File: src/pkg/iocs_pkg.sv
// package for the i/o chip select decoder: widths, modes and carriers
package iocs_pkg;

  localparam int ADDR_W = 24;
  localparam int IO_W = 16;
  localparam int NUM_CS = 8;
  localparam int LIN_W = 15;
  localparam logic [7:0] WINDOW_PAGE = 8'hfe;
  localparam logic [7:0] BASIC_LIMIT = 8'hff;
  localparam int GRP_LO = 1;
  localparam int GRP_HI = 3;
  localparam int PAGE_LO = 4;
  localparam int PAGE_HI = 15;
  localparam logic [11:0] PAGE_RST = 12'h000;
  localparam logic [NUM_CS-1:0] CS_IDLE = 8'h00;
  localparam logic [LIN_W-1:0] LIN_IDLE = 15'h0000;

  typedef enum logic [1:0]
  {
    IOCS_SPLIT,
    IOCS_BYTE_ONLY,
    IOCS_SINGLE,
    IOCS_LINEAR
  } iocs_mode_e;

  typedef struct packed
  {
    logic [ADDR_W-1:0] addr;
    logic upper_byte_enable_n;
    logic mem_n_io;
    logic read_n;
    logic write_n;
  } iocs_bus_s;

  typedef struct packed
  {
    logic io_read_command_n;
    logic io_write_command_n;
    logic memory_read_command_n;
    logic memory_write_command_n;
  } iocs_cmd_s;

endpackage : iocs_pkg

File: src/hw/iocs_decoder.sv
// i/o chip select decoder with memory window alias and byte lane selects
// What this block does
// (RL1) the memory window fe0000h to feffffh is treated as the i/o space.
// (RL2) window accesses decode chip selects from the low sixteen bits.
// (RL3) window accesses issue i/o read and write commands, not memory ones.
// (RL4) an option lets each group device answer both i/o and window addresses; linear selects answer i/o only.
// (RL5) upper lane byte devices take odd addresses, lower lane even ones.
// (RL6) the lowest bit is no register select; higher bits go out instead.
// (RL7) lowest bit and upper byte enable qualify selects of paired devices.
// (RL8) split mode: an even word transfer also selects the odd neighbour.
// (RL9) byte only mode: selects assert only for byte transfers.
// (RL10) single mode: odd selects on bytes, even selects on bytes and words.
// (RL11) a second stage compares the high bits beyond the first 16 bytes.
// (RL12) decoded selects are captured on the address latch strobe.
// (RL13) a converter muxes the 16-bit bus onto an 8-bit bus.
// (RL14) word devices sit at even addresses and are selected only for words.
// (RL15) linear mode drives one select per latched bit a1 to a15.
// (RL16) selects drop outside assigned ranges and for foreign cycles.
`timescale 1ns/100ps

module iocs_decoder
(
  sys_clk,
  arst_n,
  addr_latch_strobe,
  bus_in,
  mode,
  dual_map_en,
  io_page,
  data_in,
  byte_data_in,
  odd_cs_n,
  even_cs_n,
  word_cs_n,
  linear_cs,
  reg_sel_addr,
  cmd_out,
  data_out,
  byte_data_out,
  byte_lane_odd
);

  input wire logic sys_clk;
  input wire logic arst_n;
  input wire logic addr_latch_strobe;
  input wire iocs_pkg::iocs_bus_s bus_in;
  input wire iocs_pkg::iocs_mode_e mode;
  input wire logic dual_map_en;
  input wire logic [11:0] io_page;
  input wire logic [15:0] data_in;
  input wire logic [7:0] byte_data_in;
  output logic [iocs_pkg::NUM_CS-1:0] odd_cs_n;
  output logic [iocs_pkg::NUM_CS-1:0] even_cs_n;
  output logic [iocs_pkg::NUM_CS-1:0] word_cs_n;
  output logic [iocs_pkg::LIN_W-1:0] linear_cs;
  output logic [2:0] reg_sel_addr;
  output iocs_pkg::iocs_cmd_s cmd_out;
  output logic [15:0] data_out;
  output logic [7:0] byte_data_out;
  output logic byte_lane_odd;

  ////////////////////////////////////////////////////////////////////////////
  // decode functions

  function automatic logic [iocs_pkg::NUM_CS-1:0] one_hot
  (
    input logic [2:0] grp
  );
    logic [iocs_pkg::NUM_CS-1:0] v;
    v = '0;
    v[grp] = 1'b1;
    return v;
  endfunction : one_hot

  function automatic logic in_window
  (
    input logic [iocs_pkg::ADDR_W-1:0] a
  );
    return a[23:16] == iocs_pkg::WINDOW_PAGE;
  endfunction : in_window

  ////////////////////////////////////////////////////////////////////////////
  // cycle classification

  wire logic [iocs_pkg::IO_W-1:0] io_addr;
  wire logic win_hit;
  wire logic io_cycle;
  wire logic mem_cycle;
  wire logic win_cycle;
  wire logic dev_cycle;
  wire logic low_bit;
  wire logic ube_n;
  wire logic byte_even;
  wire logic byte_odd;
  wire logic word_even;
  wire logic page_hit;
  wire logic [2:0] grp;
  wire logic [iocs_pkg::NUM_CS-1:0] grp_sel;

  assign io_addr = bus_in.addr[iocs_pkg::IO_W-1:0]; // see RL2
  assign win_hit = in_window(bus_in.addr); // see RL1
  assign io_cycle = !bus_in.mem_n_io;
  assign mem_cycle = bus_in.mem_n_io;
  assign win_cycle = mem_cycle && win_hit;
  // the window always answers; dual map adds the plain i/o space
  assign dev_cycle = win_cycle || (io_cycle && dual_map_en); // see RL4
  assign low_bit = io_addr[0];
  assign ube_n = bus_in.upper_byte_enable_n;
  assign byte_even = !low_bit && ube_n; // see RL5
  assign byte_odd = low_bit && !ube_n; // see RL5
  assign word_even = !low_bit && !ube_n; // see RL14
  assign page_hit = io_addr[iocs_pkg::PAGE_HI:iocs_pkg::PAGE_LO] ==
                    io_page; // see RL11
  assign grp = io_addr[iocs_pkg::GRP_HI:iocs_pkg::GRP_LO]; // see RL6
  assign grp_sel = (dev_cycle && page_hit) ? one_hot(grp) :
                   iocs_pkg::CS_IDLE; // see RL16

  ////////////////////////////////////////////////////////////////////////////
  // per mode lane qualification

  logic odd_q;
  logic even_q;
  logic word_q;

  always_comb
  begin
    odd_q = 1'b0;
    even_q = 1'b0;
    word_q = 1'b0;
    case (mode)
      iocs_pkg::IOCS_SPLIT:
      begin
        odd_q = byte_odd || word_even; // see RL8
        even_q = byte_even || word_even; // see RL8
        word_q = word_even; // see RL14
      end
      iocs_pkg::IOCS_BYTE_ONLY:
      begin
        odd_q = byte_odd; // see RL9
        even_q = byte_even; // see RL9
        word_q = 1'b0;
      end
      iocs_pkg::IOCS_SINGLE:
      begin
        odd_q = byte_odd; // see RL10
        even_q = byte_even || word_even; // see RL10
        word_q = word_even;
      end
      iocs_pkg::IOCS_LINEAR:
      begin
        odd_q = 1'b0;
        even_q = 1'b0;
        word_q = 1'b0;
      end
      default:
      begin
        odd_q = 1'b0;
        even_q = 1'b0;
        word_q = 1'b0;
      end
    endcase
  end

  wire logic [iocs_pkg::NUM_CS-1:0] odd_next;
  wire logic [iocs_pkg::NUM_CS-1:0] even_next;
  wire logic [iocs_pkg::NUM_CS-1:0] word_next;
  wire logic [iocs_pkg::LIN_W-1:0] lin_next;
  wire logic lin_ok;

  // the per mode lane qualifiers gate every group select
  genvar g;

  generate
    for (g = 0; g < iocs_pkg::NUM_CS; g = g + 1)
    begin : g_lane
      assign odd_next[g] = odd_q && grp_sel[g]; // see RL7
      assign even_next[g] = even_q && grp_sel[g]; // see RL7
      assign word_next[g] = word_q && grp_sel[g]; // see RL14
    end
  endgenerate

  assign lin_ok = mode == iocs_pkg::IOCS_LINEAR && io_cycle;
  assign lin_next = lin_ok ? io_addr[15:1] : iocs_pkg::LIN_IDLE; // see RL15

  ////////////////////////////////////////////////////////////////////////////
  // command steering

  iocs_pkg::iocs_cmd_s cmd_next;

  always_comb
  begin
    cmd_next.io_read_command_n = !((io_cycle || win_cycle) &&
                                   !bus_in.read_n); // see RL3
    cmd_next.io_write_command_n = !((io_cycle || win_cycle) &&
                                    !bus_in.write_n); // see RL3
    cmd_next.memory_read_command_n = !(mem_cycle && !win_hit &&
                                       !bus_in.read_n); // see RL3
    cmd_next.memory_write_command_n = !(mem_cycle && !win_hit &&
                                        !bus_in.write_n); // see RL3
  end

  ////////////////////////////////////////////////////////////////////////////
  // 16 to 8 bit converter

  wire logic [7:0] byte_next;
  wire logic [15:0] wide_next;

  assign byte_next = low_bit ? data_in[15:8] : data_in[7:0]; // see RL13
  assign wide_next = {byte_data_in, byte_data_in}; // see RL13

  ////////////////////////////////////////////////////////////////////////////
  // select latches strobed by the address latch strobe

  logic [iocs_pkg::NUM_CS-1:0] odd_reg;
  logic [iocs_pkg::NUM_CS-1:0] even_reg;
  logic [iocs_pkg::NUM_CS-1:0] word_reg;
  logic [iocs_pkg::LIN_W-1:0] lin_reg;
  logic [2:0] rsel_reg;
  logic lane_reg;

  always_ff @(posedge sys_clk or negedge arst_n)
  begin
    if (!arst_n)
    begin
      odd_reg <= iocs_pkg::CS_IDLE;
      even_reg <= iocs_pkg::CS_IDLE;
      word_reg <= iocs_pkg::CS_IDLE;
      lin_reg <= iocs_pkg::LIN_IDLE;
    end
    else if (addr_latch_strobe)
    begin
      odd_reg <= odd_next; // see RL12
      even_reg <= even_next; // see RL12
      word_reg <= word_next; // see RL12
      lin_reg <= lin_next; // see RL15
    end
  end

  always_ff @(posedge sys_clk or negedge arst_n)
  begin
    if (!arst_n)
    begin
      rsel_reg <= 3'h0;
      lane_reg <= 1'b0;
    end
    else if (addr_latch_strobe)
    begin
      rsel_reg <= io_addr[3:1]; // see RL6
      lane_reg <= low_bit; // see RL13
    end
  end

  ////////////////////////////////////////////////////////////////////////////
  // output flops

  always_ff @(posedge sys_clk or negedge arst_n)
  begin
    if (!arst_n)
    begin
      odd_cs_n <= '1;
      even_cs_n <= '1;
      word_cs_n <= '1;
      linear_cs <= iocs_pkg::LIN_IDLE;
    end
    else
    begin
      odd_cs_n <= ~odd_reg;
      even_cs_n <= ~even_reg;
      word_cs_n <= ~word_reg;
      linear_cs <= lin_reg;
    end
  end

  always_ff @(posedge sys_clk or negedge arst_n)
  begin
    if (!arst_n)
    begin
      reg_sel_addr <= 3'h0;
      byte_lane_odd <= 1'b0;
    end
    else
    begin
      reg_sel_addr <= rsel_reg;
      byte_lane_odd <= lane_reg;
    end
  end

  always_ff @(posedge sys_clk or negedge arst_n)
  begin
    if (!arst_n)
    begin
      cmd_out <= '1;
      data_out <= 16'h0000;
      byte_data_out <= 8'h00;
    end
    else
    begin
      cmd_out <= cmd_next;
      data_out <= wide_next;
      byte_data_out <= byte_next;
    end
  end

endmodule : iocs_decoder

File: config.mk
export PLATFORM = sky130hd
export DESIGN_NAME = iocs_decoder
export DESIGN_NICKNAME = d
export VERILOG_FILES = /design/src/pkg/iocs_pkg.sv /design/src/hw/iocs_decoder.sv
export SDC_FILE = /design/constraint.sdc
export NUM_CORES = 1
export LEC_CHECK = 0
export ABC_AREA = 1
export BUFFER_PORTS_ARGS = -buffer_cell sky130_fd_sc_hd__buf_4
export CORE_MARGIN = 3
export CORE_UTILIZATION = 35
export CTS_CLUSTER_DIAMETER = 200
export DETAILED_ROUTE_END_ITERATION = 16
export GPL_ROUTABILITY_DRIVEN = 0
export HOLD_SLACK_MARGIN = 0.05
export MAX_ROUTING_LAYER = met4
export SLEW_MARGIN = 20
export SYNTH_ARGS = -nofsm -noshare
export SYNTH_HDL_FRONTEND = slang
export SYNTH_SLANG_ARGS = --single-unit
File: constraint.sdc
create_clock -name sys_clk -period 2 [get_ports sys_clk]
set_clock_uncertainty 0.1 [all_clocks]
set_input_delay 0.2 -clock sys_clk [delete_from_list [all_inputs] [get_ports sys_clk]]
set_output_delay 0.2 -clock sys_clk [all_outputs]
set_load 0.05 [all_outputs]
==> results of run 1 <==
[per-stage QoR]
| step | cell area [sq um] | setup WS [ns] | std cells |
|---|---|---|---|
| after global placement | 5200 | 0.483 | 663 |
| after global routing | 5900 | 0.0501 | 719 |
| after floorplan | 4070 | 0.763 | 398 |
| after detailed placement | 5200 | 0.413 | 663 |
| after CTS | 5900 | 0.239 | 719 |
| final | 5900 | 0.235 | 719 |
[final cells by class]
type                       count  area [sq um]
fill                        1004          5180
sequential                   106          2690
timing repair buffer         185          1500
multi-input combinational    214          1020
clock buffer                  11           233
inverter                      58           218
tap                          140           175
clock inverter                 5          60.1
[worst paths after layout]
kind / start / end / slack, ns
hold reg to reg: lin_reg[14] / linear_cs[14] / 0.27
setup reg to reg: lin_reg[1] / lin_reg[1] / 1.24
min in group asynchronous: arst_n / data_out[5] / 0.26
hold / removal: bus_in[8] / lin_reg[3] / 0.07
setup / recovery: bus_in[13] / even_reg[4] / 0.23
max in group asynchronous: arst_n / linear_cs[6] / 0.81
[critical path, cell delays in order]
cell           delay [ns]
dlygate4sd3_1        0.54
buf_4                0.14
nand2_1              0.05
nand2_1              0.05
nor2_1               0.11
nand2_1              0.10
nor2_4               0.43
nand4_1              0.20
nand2_1              0.11
[routing by layer]
layer,routed length [um],track usage
met4,114,0.0428
met1,3900,0.188
met2,4280,0.239
met5,0,-
met3,622,0.0355
[cell usage in the layout (no fill, tap or decap), types with 2 or more instances in the layout]
cell type,Yosys,routed
clkbuf_16,0,9
dlygate4sd3_1,0,40
clkbuf_1,6,2
inv_6,0,2
nor2_4,3,3
o31ai_1,10,10
dfrtp_1,78,78
inv_2,9,9
nor3_1,8,8
o21ai_0,5,5
buf_4,9,144
ha_1,3,3
a21oi_1,2,2
dfstp_2,28,28
nor2_1,11,11
inv_1,49,49
nand2_1,141,141
nand4_1,24,24
[cells by family (layout without fill, tap and decap cells)]
| logic type | after synthesis | after routing | synth area share |
|---|---|---|---|
| buffers and inverters | 78 | 259 | 0.0880 |
| xor gates and xnor gates | 1 | 1 | 0.00215 |
| adders and majority gates | 3 | 3 | 0.00923 |
| and+or+nand+nor | 191 | 191 | 0.206 |
| DFF | 106 | 106 | 0.661 |
| AOI/OAI and AO/OA | 19 | 19 | 0.0338 |
[timing repair]
item,in CTS,in global routing
hold endpoints to repair,57,0
resized for setup,0,0
hold buffers,40,0
[power breakdown]
part	internal, mW	total, mW	switching, mW
logic	0.261	0.659	0.398
registers	2.21	2.23	0.0227
clock network	0.979	1.73	0.755
==> impl_metrics.json, run 1 <==
{
  "antenna_found_initial": 0,
  "design.core.area_sq_um": 11100,
  "wl_per_cell_um": 12.4,
  "postSynthCellCount": 398,
  "numCtsBuffers": 9,
  "synth_cell_types": 24,
  "postLayoutCoreUtil": 0.532,
  "synth_top_area_frac": 0.480,
  "nets": 647,
  "grt_start_max_net_pins": 47,
  "hold_viol": 0,
  "grt_pass1_wl_um": 14900,
  "hold_path_class": "input port to flip-flop",
  "drc": 0,
  "holdWs_ns": 0.0656,
  "cp.arrival_ns": 1.94,
  "fmax_ghz": 0.566,
  "clock_sinks": 106,
  "critPathMaxFanout": 24,
  "whs_path_depth": 3,
  "cts_setup_buffers": 0,
  "power.density_nw_per_um2": 784,
  "synth_nets": 471,
  "synthFlopType": "dfrtp_1",
  "status": "finished clean",
  "min_period_ns": 1.77,
  "grt_overflow": 0,
  "power.leakage_nw": 3.03,
  "ys_warn_count": 0,
  "n_antenna_cell": 0,
  "num_vias": 3155,
  "dp_hpwl_um": 6340,
  "die_width_um": 114,
  "end_kind": "flip-flop",
  "routed_via_density": 4.39,
  "ys_ff_latch": 106,
  "clock_path_buffers": 2,
  "start_kind": "input port",
  "area_growth_pct": 45.0,
  "drive_above_1_share": 0.352,
  "clkTransAtPathRegs_ns": 0.07,
  "fin_setup_tns_ns": 0,
  "p_total_mw": 4.62,
  "async_flop_share": 1.00,
  "yosysTopAreaCell": "dfrtp_1",
  "vdd_drop_max_mv": 0.414,
  "ys_top_cells_by_area": "dfrtp_1 (48%), dfstp_2 (18%), nand2_1 (13%), inv_1 (4.5%), nand4_1 (3.7%)",
  "tritoncts": "done",
  "first_global_vias": 3170,
  "fin_crit_sh": 0.883,
  "antenna_left": 0,
  "rsz0062_at_grt": "false",
  "fp.dieArea_sq_um": 13000,
  "grt_usage": 0.148,
  "crit_type": "input port to flip-flop",
  "relSlewSlack": 0.642,
  "synth_edf_count": 0,
  "drt_iter0_markers": 95,
  "die_h_um": 114,
  "worstPathRequired_ns": 2.17,
  "cts-root-buf": "clkbuf_16",
  "worst_pin_slew_ns": 0.536,
  "htree_levels": 3,
  "yosysSeqAreaShare": 0.661,
  "ioPinCount": 141,
  "numPortBuffers": 140,
  "routed_wl_um": 8920,
  "start_util": 0.367,
  "reg2regPathDepth": 2,
  "firstDrtPassIters": 4,
  "maxSlewViolCount": 0,
  "rows": 38,
  "avgSynthCellArea_sq_um": 10.2,
  "yosysMostFrequentCell": "nand2_1",
  "maxCapViolations": 0,
  "clk_latency_ns": 0.33,
  "synth_common_cells": "nand2_1 (141), dfrtp_1 (78), inv_1 (49), dfstp_2 (28), nand4_1 (24)",
  "synth_area_sq_um": 4070,
  "finalSetupViolations": 0
}
Power figures use the tool's default switching activity.
==> run 2, diff against run 1 <==
--- a/config.mk
+++ b/config.mk
@@ -5,7 +5,6 @@
 export SDC_FILE = /design/constraint.sdc
 export NUM_CORES = 1
 export LEC_CHECK = 0
-export ABC_AREA = 1
 export BUFFER_PORTS_ARGS = -buffer_cell sky130_fd_sc_hd__buf_4
 export CORE_MARGIN = 3
 export CORE_UTILIZATION = 35
==> impl_metrics.json, run 2 <==
{
  "die_width_um": 112,
  "wl_met1_um": 3960,
  "wl_per_cell_um": 15.6,
  "worstPathRequired_ns": 2.18,
  "design.core.area_sq_um": 10900,
  "crit_path_end": "even_reg[7]",
  "fillers": 957,
  "cp_slowest_cell": "or4_4",
  "drive_above_1_share": 0.504,
  "num_vias": 2846,
  "route.met2.wl_um": 4740,
  "rows": 38,
  "async_flop_share": 1.00,
  "final_common_cell": "buf_4",
  "grt_start_max_net_pins": 42,
  "wl_met3_um": 582,
  "yosysTopAreaCell": "dfrtp_1",
  "worst_pin_slew_ns": 0.811,
  "antenna_left": 0,
  "synth_top_area_frac": 0.496,
  "finalSetupViolations": 0,
  "yosysMostFrequentCell": "dfrtp_1",
  "fmax_ghz": 0.515,
  "ys_ff_latch": 106,
  "synthFlopType": "dfrtp_1",
  "synth_edf_count": 0,
  "power.leakage_nw": 2.59,
  "yosysSeqAreaShare": 0.683,
  "start_util": 0.361,
  "regToRegStartpoint": "rsel_reg[1]",
  "crit_type": "input port to flip-flop",
  "htree_levels": 3,
  "cp_common_cell": "buf_4",
  "tritoncts": "done",
  "ff_latch_area_sq_um": 2690,
  "n_antenna_cell": 0,
  "top_layer": "met4",
  "drc": 0,
  "path_cells": "dlygate4sd3_1 > buf_4 > xnor2_1 > nand4_1 > buf_4 > or4_4 > o22ai_2",
  "drt_iter0_markers": 97,
  "cp-startpoint": "bus_in[10]",
  "clock_sinks": 106,
  "grt_pass1_wl_um": 14700,
  "nets": 530,
  "hold_path_class": "input port to flip-flop",
  "status": "finished clean",
  "final_cell_mix": "buf_4 (149), dfrtp_1 (78), dlygate4sd3_1 (40)",
  "synth_area_sq_um": 3930,
  "place_inst": 541,
  "die_h_um": 112,
  "antenna_found_initial": 0,
  "grt_overflow": 0,
  "fin_setup_tns_ns": 0,
  "cp.arrival_ns": 2.12,
  "firstDrtPassIters": 4,
  "synth_common_cells": "dfrtp_1 (78), dfstp_2 (28), inv_1 (27), nand3_1 (25), o22ai_2 (20)",
  "dp_hpwl_um": 5890,
  "ys_warn_count": 0,
  "grt_usage": 0.151,
  "finalNonFillerCells": 602,
  "synth_nets": 348,
  "ioPinCount": 141,
  "first_global_vias": 2995,
  "avgSynthCellArea_sq_um": 14.3,
  "reg2regPathDepth": 1,
  "postSynthCellCount": 275,
  "area_growth_pct": 46.3,
  "power.density_nw_per_um2": 751,
  "relSlewSlack": 0.454,
  "fp.dieArea_sq_um": 12500,
  "routed_via_density": 4.73,
  "start_kind": "input port",
  "cts-root-buf": "clkbuf_8",
  "crit_path_max_incr_delay_ns": 0.63,
  "hold_viol": 0,
  "maxCapViolations": 0,
  "multiInputGateArea_sq_um": 1030,
  "clk_latency_ns": 0.35,
  "routed_wl_um": 9390,
  "clkTransAtPathRegs_ns": 0.09,
  "vdd_drop_max_mv": 0.305,
  "critPathMaxFanout": 6,
  "clock_path_buffers": 2,
  "r2r-end": "rsel_reg[1]",
  "rsz0062_at_grt": "false",
  "synth_cell_types": 34,
  "numPortBuffers": 140,
  "min_period_ns": 1.94,
  "reg2reg_slack_ns": 1.15,
  "end_kind": "flip-flop",
  "numCtsBuffers": 9,
  "ys_top_cells_by_area": "dfrtp_1 (50%), dfstp_2 (19%), o22ai_2 (6.4%), mux2_2 (3.4%), nand3_1 (3.2%)",
  "maxSlewViolCount": 0,
  "fin_crit_sh": 0.970
}
-- run 2: through the flow --
step	total power, mW	util	cell area, sq um	hold slack (ns)	setup slack (ns)
floorplan	2.59	-	3930	-0.196	0.353
global placement	2.86	0.467	5080	0.107	0.237
detailed placement	2.86	0.467	5080	0.112	0.196
CTS	4.37	0.524	5700	0.0527	0.0247
global route	4.52	0.528	5750	0.0635	0.0233
finish	4.32	0.528	5750	0.0732	0.0601
-- run 2: worst min-delay path by stage --
| stage | slack [ns] | end | start | depth (start not counted) |
|---|---|---|---|---|
| 2_1_floorplan | -0.20 | byte_data_out[0] | arst_n | 0 |
| 3_3_place_gp | 0.11 | data_out[3] | arst_n | 1 |
| 3_5_place_dp | 0.11 | even_reg[6] | arst_n | 1 |
| 4_1_cts | 0.05 | lin_reg[0] | bus_in[5] | 2 |
| 5_1_grt | 0.06 | lin_reg[0] | bus_in[5] | 2 |
| 6_report | 0.07 | lin_reg[1] | bus_in[6] | 2 |
-- run 2: final cells by class --
class / count / area share
repair buffers: 190 / 0.267
flip-flops and latches: 106 / 0.467
inverters: 27 / 0.0176
clock buffers: 11 / 0.0246
well taps: 140 / 0.0304
multi-input cells: 123 / 0.179
clock inverters: 5 / 0.0135
-- run 2: per-layer routing --
| layer | global-route usage | vias to the layer above |
|---|---|---|
| li1 | - | 1299 |
| met1 | 0.181 | 1425 |
| met2 | 0.258 | 108 |
| met3 | 0.0326 | 14 |
| met4 | 0.0457 | 0 |
| met5 | - | - |
-- run 2: power breakdown --
part	total (mW)	switching (mW)	internal, mW	leakage (nW)
Combinational	0.667	0.386	0.281	1.16
Sequential	2.23	0.0239	2.21	1.32
Clock	1.42	0.686	0.737	0.111
Total	4.32	1.10	3.23	2.59
-- run 2: cells by family (layout without fill, tap and decap cells) --
kind of cell	after synthesis	in the layout	share of synthesized area
compound gates	43	43	0.109
xor+xnor	12	12	0.0267
fa+ha+maj	3	3	0.00955
buf+inv	49	233	0.0649
flops	106	106	0.683
mux	12	12	0.0344
simple gates	50	53	0.0716
-- run 2: critical path, delay by kind of cell --
family          cells  cell delay [ns]
xor+xnor            1             0.18
buf+inv             3             0.86
simple gates        2             0.73
compound gates      1             0.14
-- run 2: what timing repair did --
item	4_1_cts	5_1_grt
hold buffers	40	0
endpoints found under the setup margin	0	24
buffers inserted	0	2
hold endpoints to repair	63	0
resized for setup	0	4
==> run 3, diff against run 2 <==
==> constraint.sdc (replaced) <==
create_clock -name sys_clk -period 2 [get_ports sys_clk]
set_clock_uncertainty 0.1 [all_clocks]
set_input_delay 0.6 -clock sys_clk [delete_from_list [all_inputs] [get_ports sys_clk]]
set_output_delay 0.6 -clock sys_clk [all_outputs]
set_load 0.05 [all_outputs]
==> impl_metrics.json, run 3 (synthesis results as in run 2) <==
{
  "grt_overflow": 0,
  "drc": 0,
  "start_util": 0.361,
  "whs_path_depth": 1,
  "nets": 491,
  "maxSlewViolCount": 0,
  "cts-root-buf": "clkbuf_8",
  "finalSetupViolations": 0,
  "clk_latency_ns": 0.36,
  "cp_top_family": "flip-flops",
  "vdd_drop_max_mv": 0.342,
  "critPathMaxFanout": 1,
  "num_vias": 2538,
  "grt_start_max_net_pins": 65,
  "cts_setup_buffers": 0,
  "antenna_left": 0,
  "numCtsBuffers": 9,
  "dp_hpwl_um": 6060,
  "first_global_vias": 2666,
  "grt_usage": 0.136,
  "wl_per_cell_um": 14.6,
  "cts_resized": 0,
  "fmax_ghz": 0.560,
  "relSlewSlack": 0.289,
  "worstPathRequired_ns": 1.30,
  "final_common_cell": "buf_4",
  "finalNonFillerCells": 563,
  "hold_viol": 0,
  "worst_slack_ns": 0.214,
  "clkTransAtPathRegs_ns": 0.10,
  "drt_iter0_markers": 56,
  "status": "finished clean",
  "rsz0062_at_grt": "false",
  "drive_above_1_share": 0.556,
  "reg2regPathDepth": 1,
  "cp.arrival_ns": 1.09,
  "routed_via_density": 4.51,
  "die_h_um": 112,
  "route.met2.wl_um": 4020,
  "die_width_um": 112,
  "maxCapViolations": 0,
  "routed_wl_um": 8240,
  "hp-start": "byte_data_in[0]",
  "hold_path_class": "input port to flip-flop",
  "hold_end": "data_out[8]",
  "antenna_found_initial": 0,
  "r2r-end": "rsel_reg[2]",
  "clock_path_buffers": 2,
  "design.core.area_sq_um": 10900,
  "wl_met1_um": 3410,
  "tritoncts": "done",
  "final_cell_mix": "buf_4 (149), dfrtp_1 (78), dfstp_2 (28)",
  "ioPinCount": 141,
  "wl_met3_um": 718,
  "numPortBuffers": 140,
  "regToRegStartpoint": "rsel_reg[2]",
  "crit_type": "flip-flop to output pin",
  "min_period_ns": 1.79,
  "top_layer": "met4",
  "worst_pin_slew_ns": 1.06,
  "worst-path-buf-inv": 1,
  "htree_levels": 3,
  "fp.dieArea_sq_um": 12500,
  "path_cells": "buf_4",
  "place_inst": 546,
  "cp-startpoint": "cmd_out[3]",
  "power.density_nw_per_um2": 751,
  "n_antenna_cell": 0,
  "grt_pass1_wl_um": 13200,
  "reg2reg_slack_ns": 1.15,
  "crit_path_max_incr_delay_ns": 0.54,
  "pre_cts_ws_ns": -0.167,
  "power.leakage_nw": 2.43,
  "rows": 38,
  "firstDrtPassIters": 4,
  "fin_crit_sh": 0.893,
  "cp_slowest_cell": "dfstp_2",
  "clock_sinks": 106,
  "area_growth_pct": 36.0,
  "end_kind": "output pin",
  "start_kind": "flip-flop"
}
-- run 3: changes by cell type in the layout (fill, tap and decap cells not counted), moves of 2 or more --
| cell | delta |
|---|---|
| dlygate4sd3_1 | -39 |
| buf_12 | +3 |
| or4_4 | -3 |
| inv_6 | +2 |
| bufinv_16 | -2 |
-- run 3: per-layer routing --
layer / vias to the layer above / global-route usage
li1: 1213 / -
met1: 1226 / 0.170
met2: 93 / 0.208
met3: 6 / 0.0473
met4: 0 / 0.0481
met5: - / -
-- run 3: how the worst max path moves through the flow --
stage / to / depth (start not counted) / slack (ns)
2_1_floorplan: word_reg[7] / 5 / 0.03
3_3_place_gp: lin_reg[13] / 5 / -0.13
3_5_place_dp: lin_reg[13] / 5 / -0.17
4_1_cts: cmd_out[3] / 1 / 0.18
5_1_grt: lin_reg[13] / 5 / 0.12
6_report: cmd_out[3] / 1 / 0.21
-- run 3: cell type report --
cell class              count  area [sq um]
multi-input cells         120           998
inverters                  27           101
repair buffers            154          1210
clock buffers               9           124
fillers                   982          5540
flip-flops and latches    106          2690
clock inverters             7          52.6
well taps                 140           175
-- run 3: report_power, final --
group          internal [mW]  total [mW]  switching (mW)
Sequential              2.21        2.23          0.0246
Combinational          0.235       0.596           0.361
Clock                  0.462        1.18           0.723
Total                   2.91        4.01            1.11
-- run 3: metrics by stage --
step	hold slack [ns]	utilization	instance area (sq um)	TNS (ns)	power (mW)
finish	0.237	0.491	5350	0	4.01
floorplan	0.204	-	3940	0	2.59
global placement	0.256	0.474	5160	-2.53	2.87
CTS	0.218	0.491	5350	0	4.08
global route	0.213	0.491	5350	0	4.21
detailed placement	0.262	0.474	5160	-3.40	2.88
-- run 3: timing repair --
| item | CTS | global route |
|---|---|---|
| setup endpoints to repair | 0 | 0 |
| hold buffers | 1 | 0 |
| hold endpoints to repair | 2 | 0 |
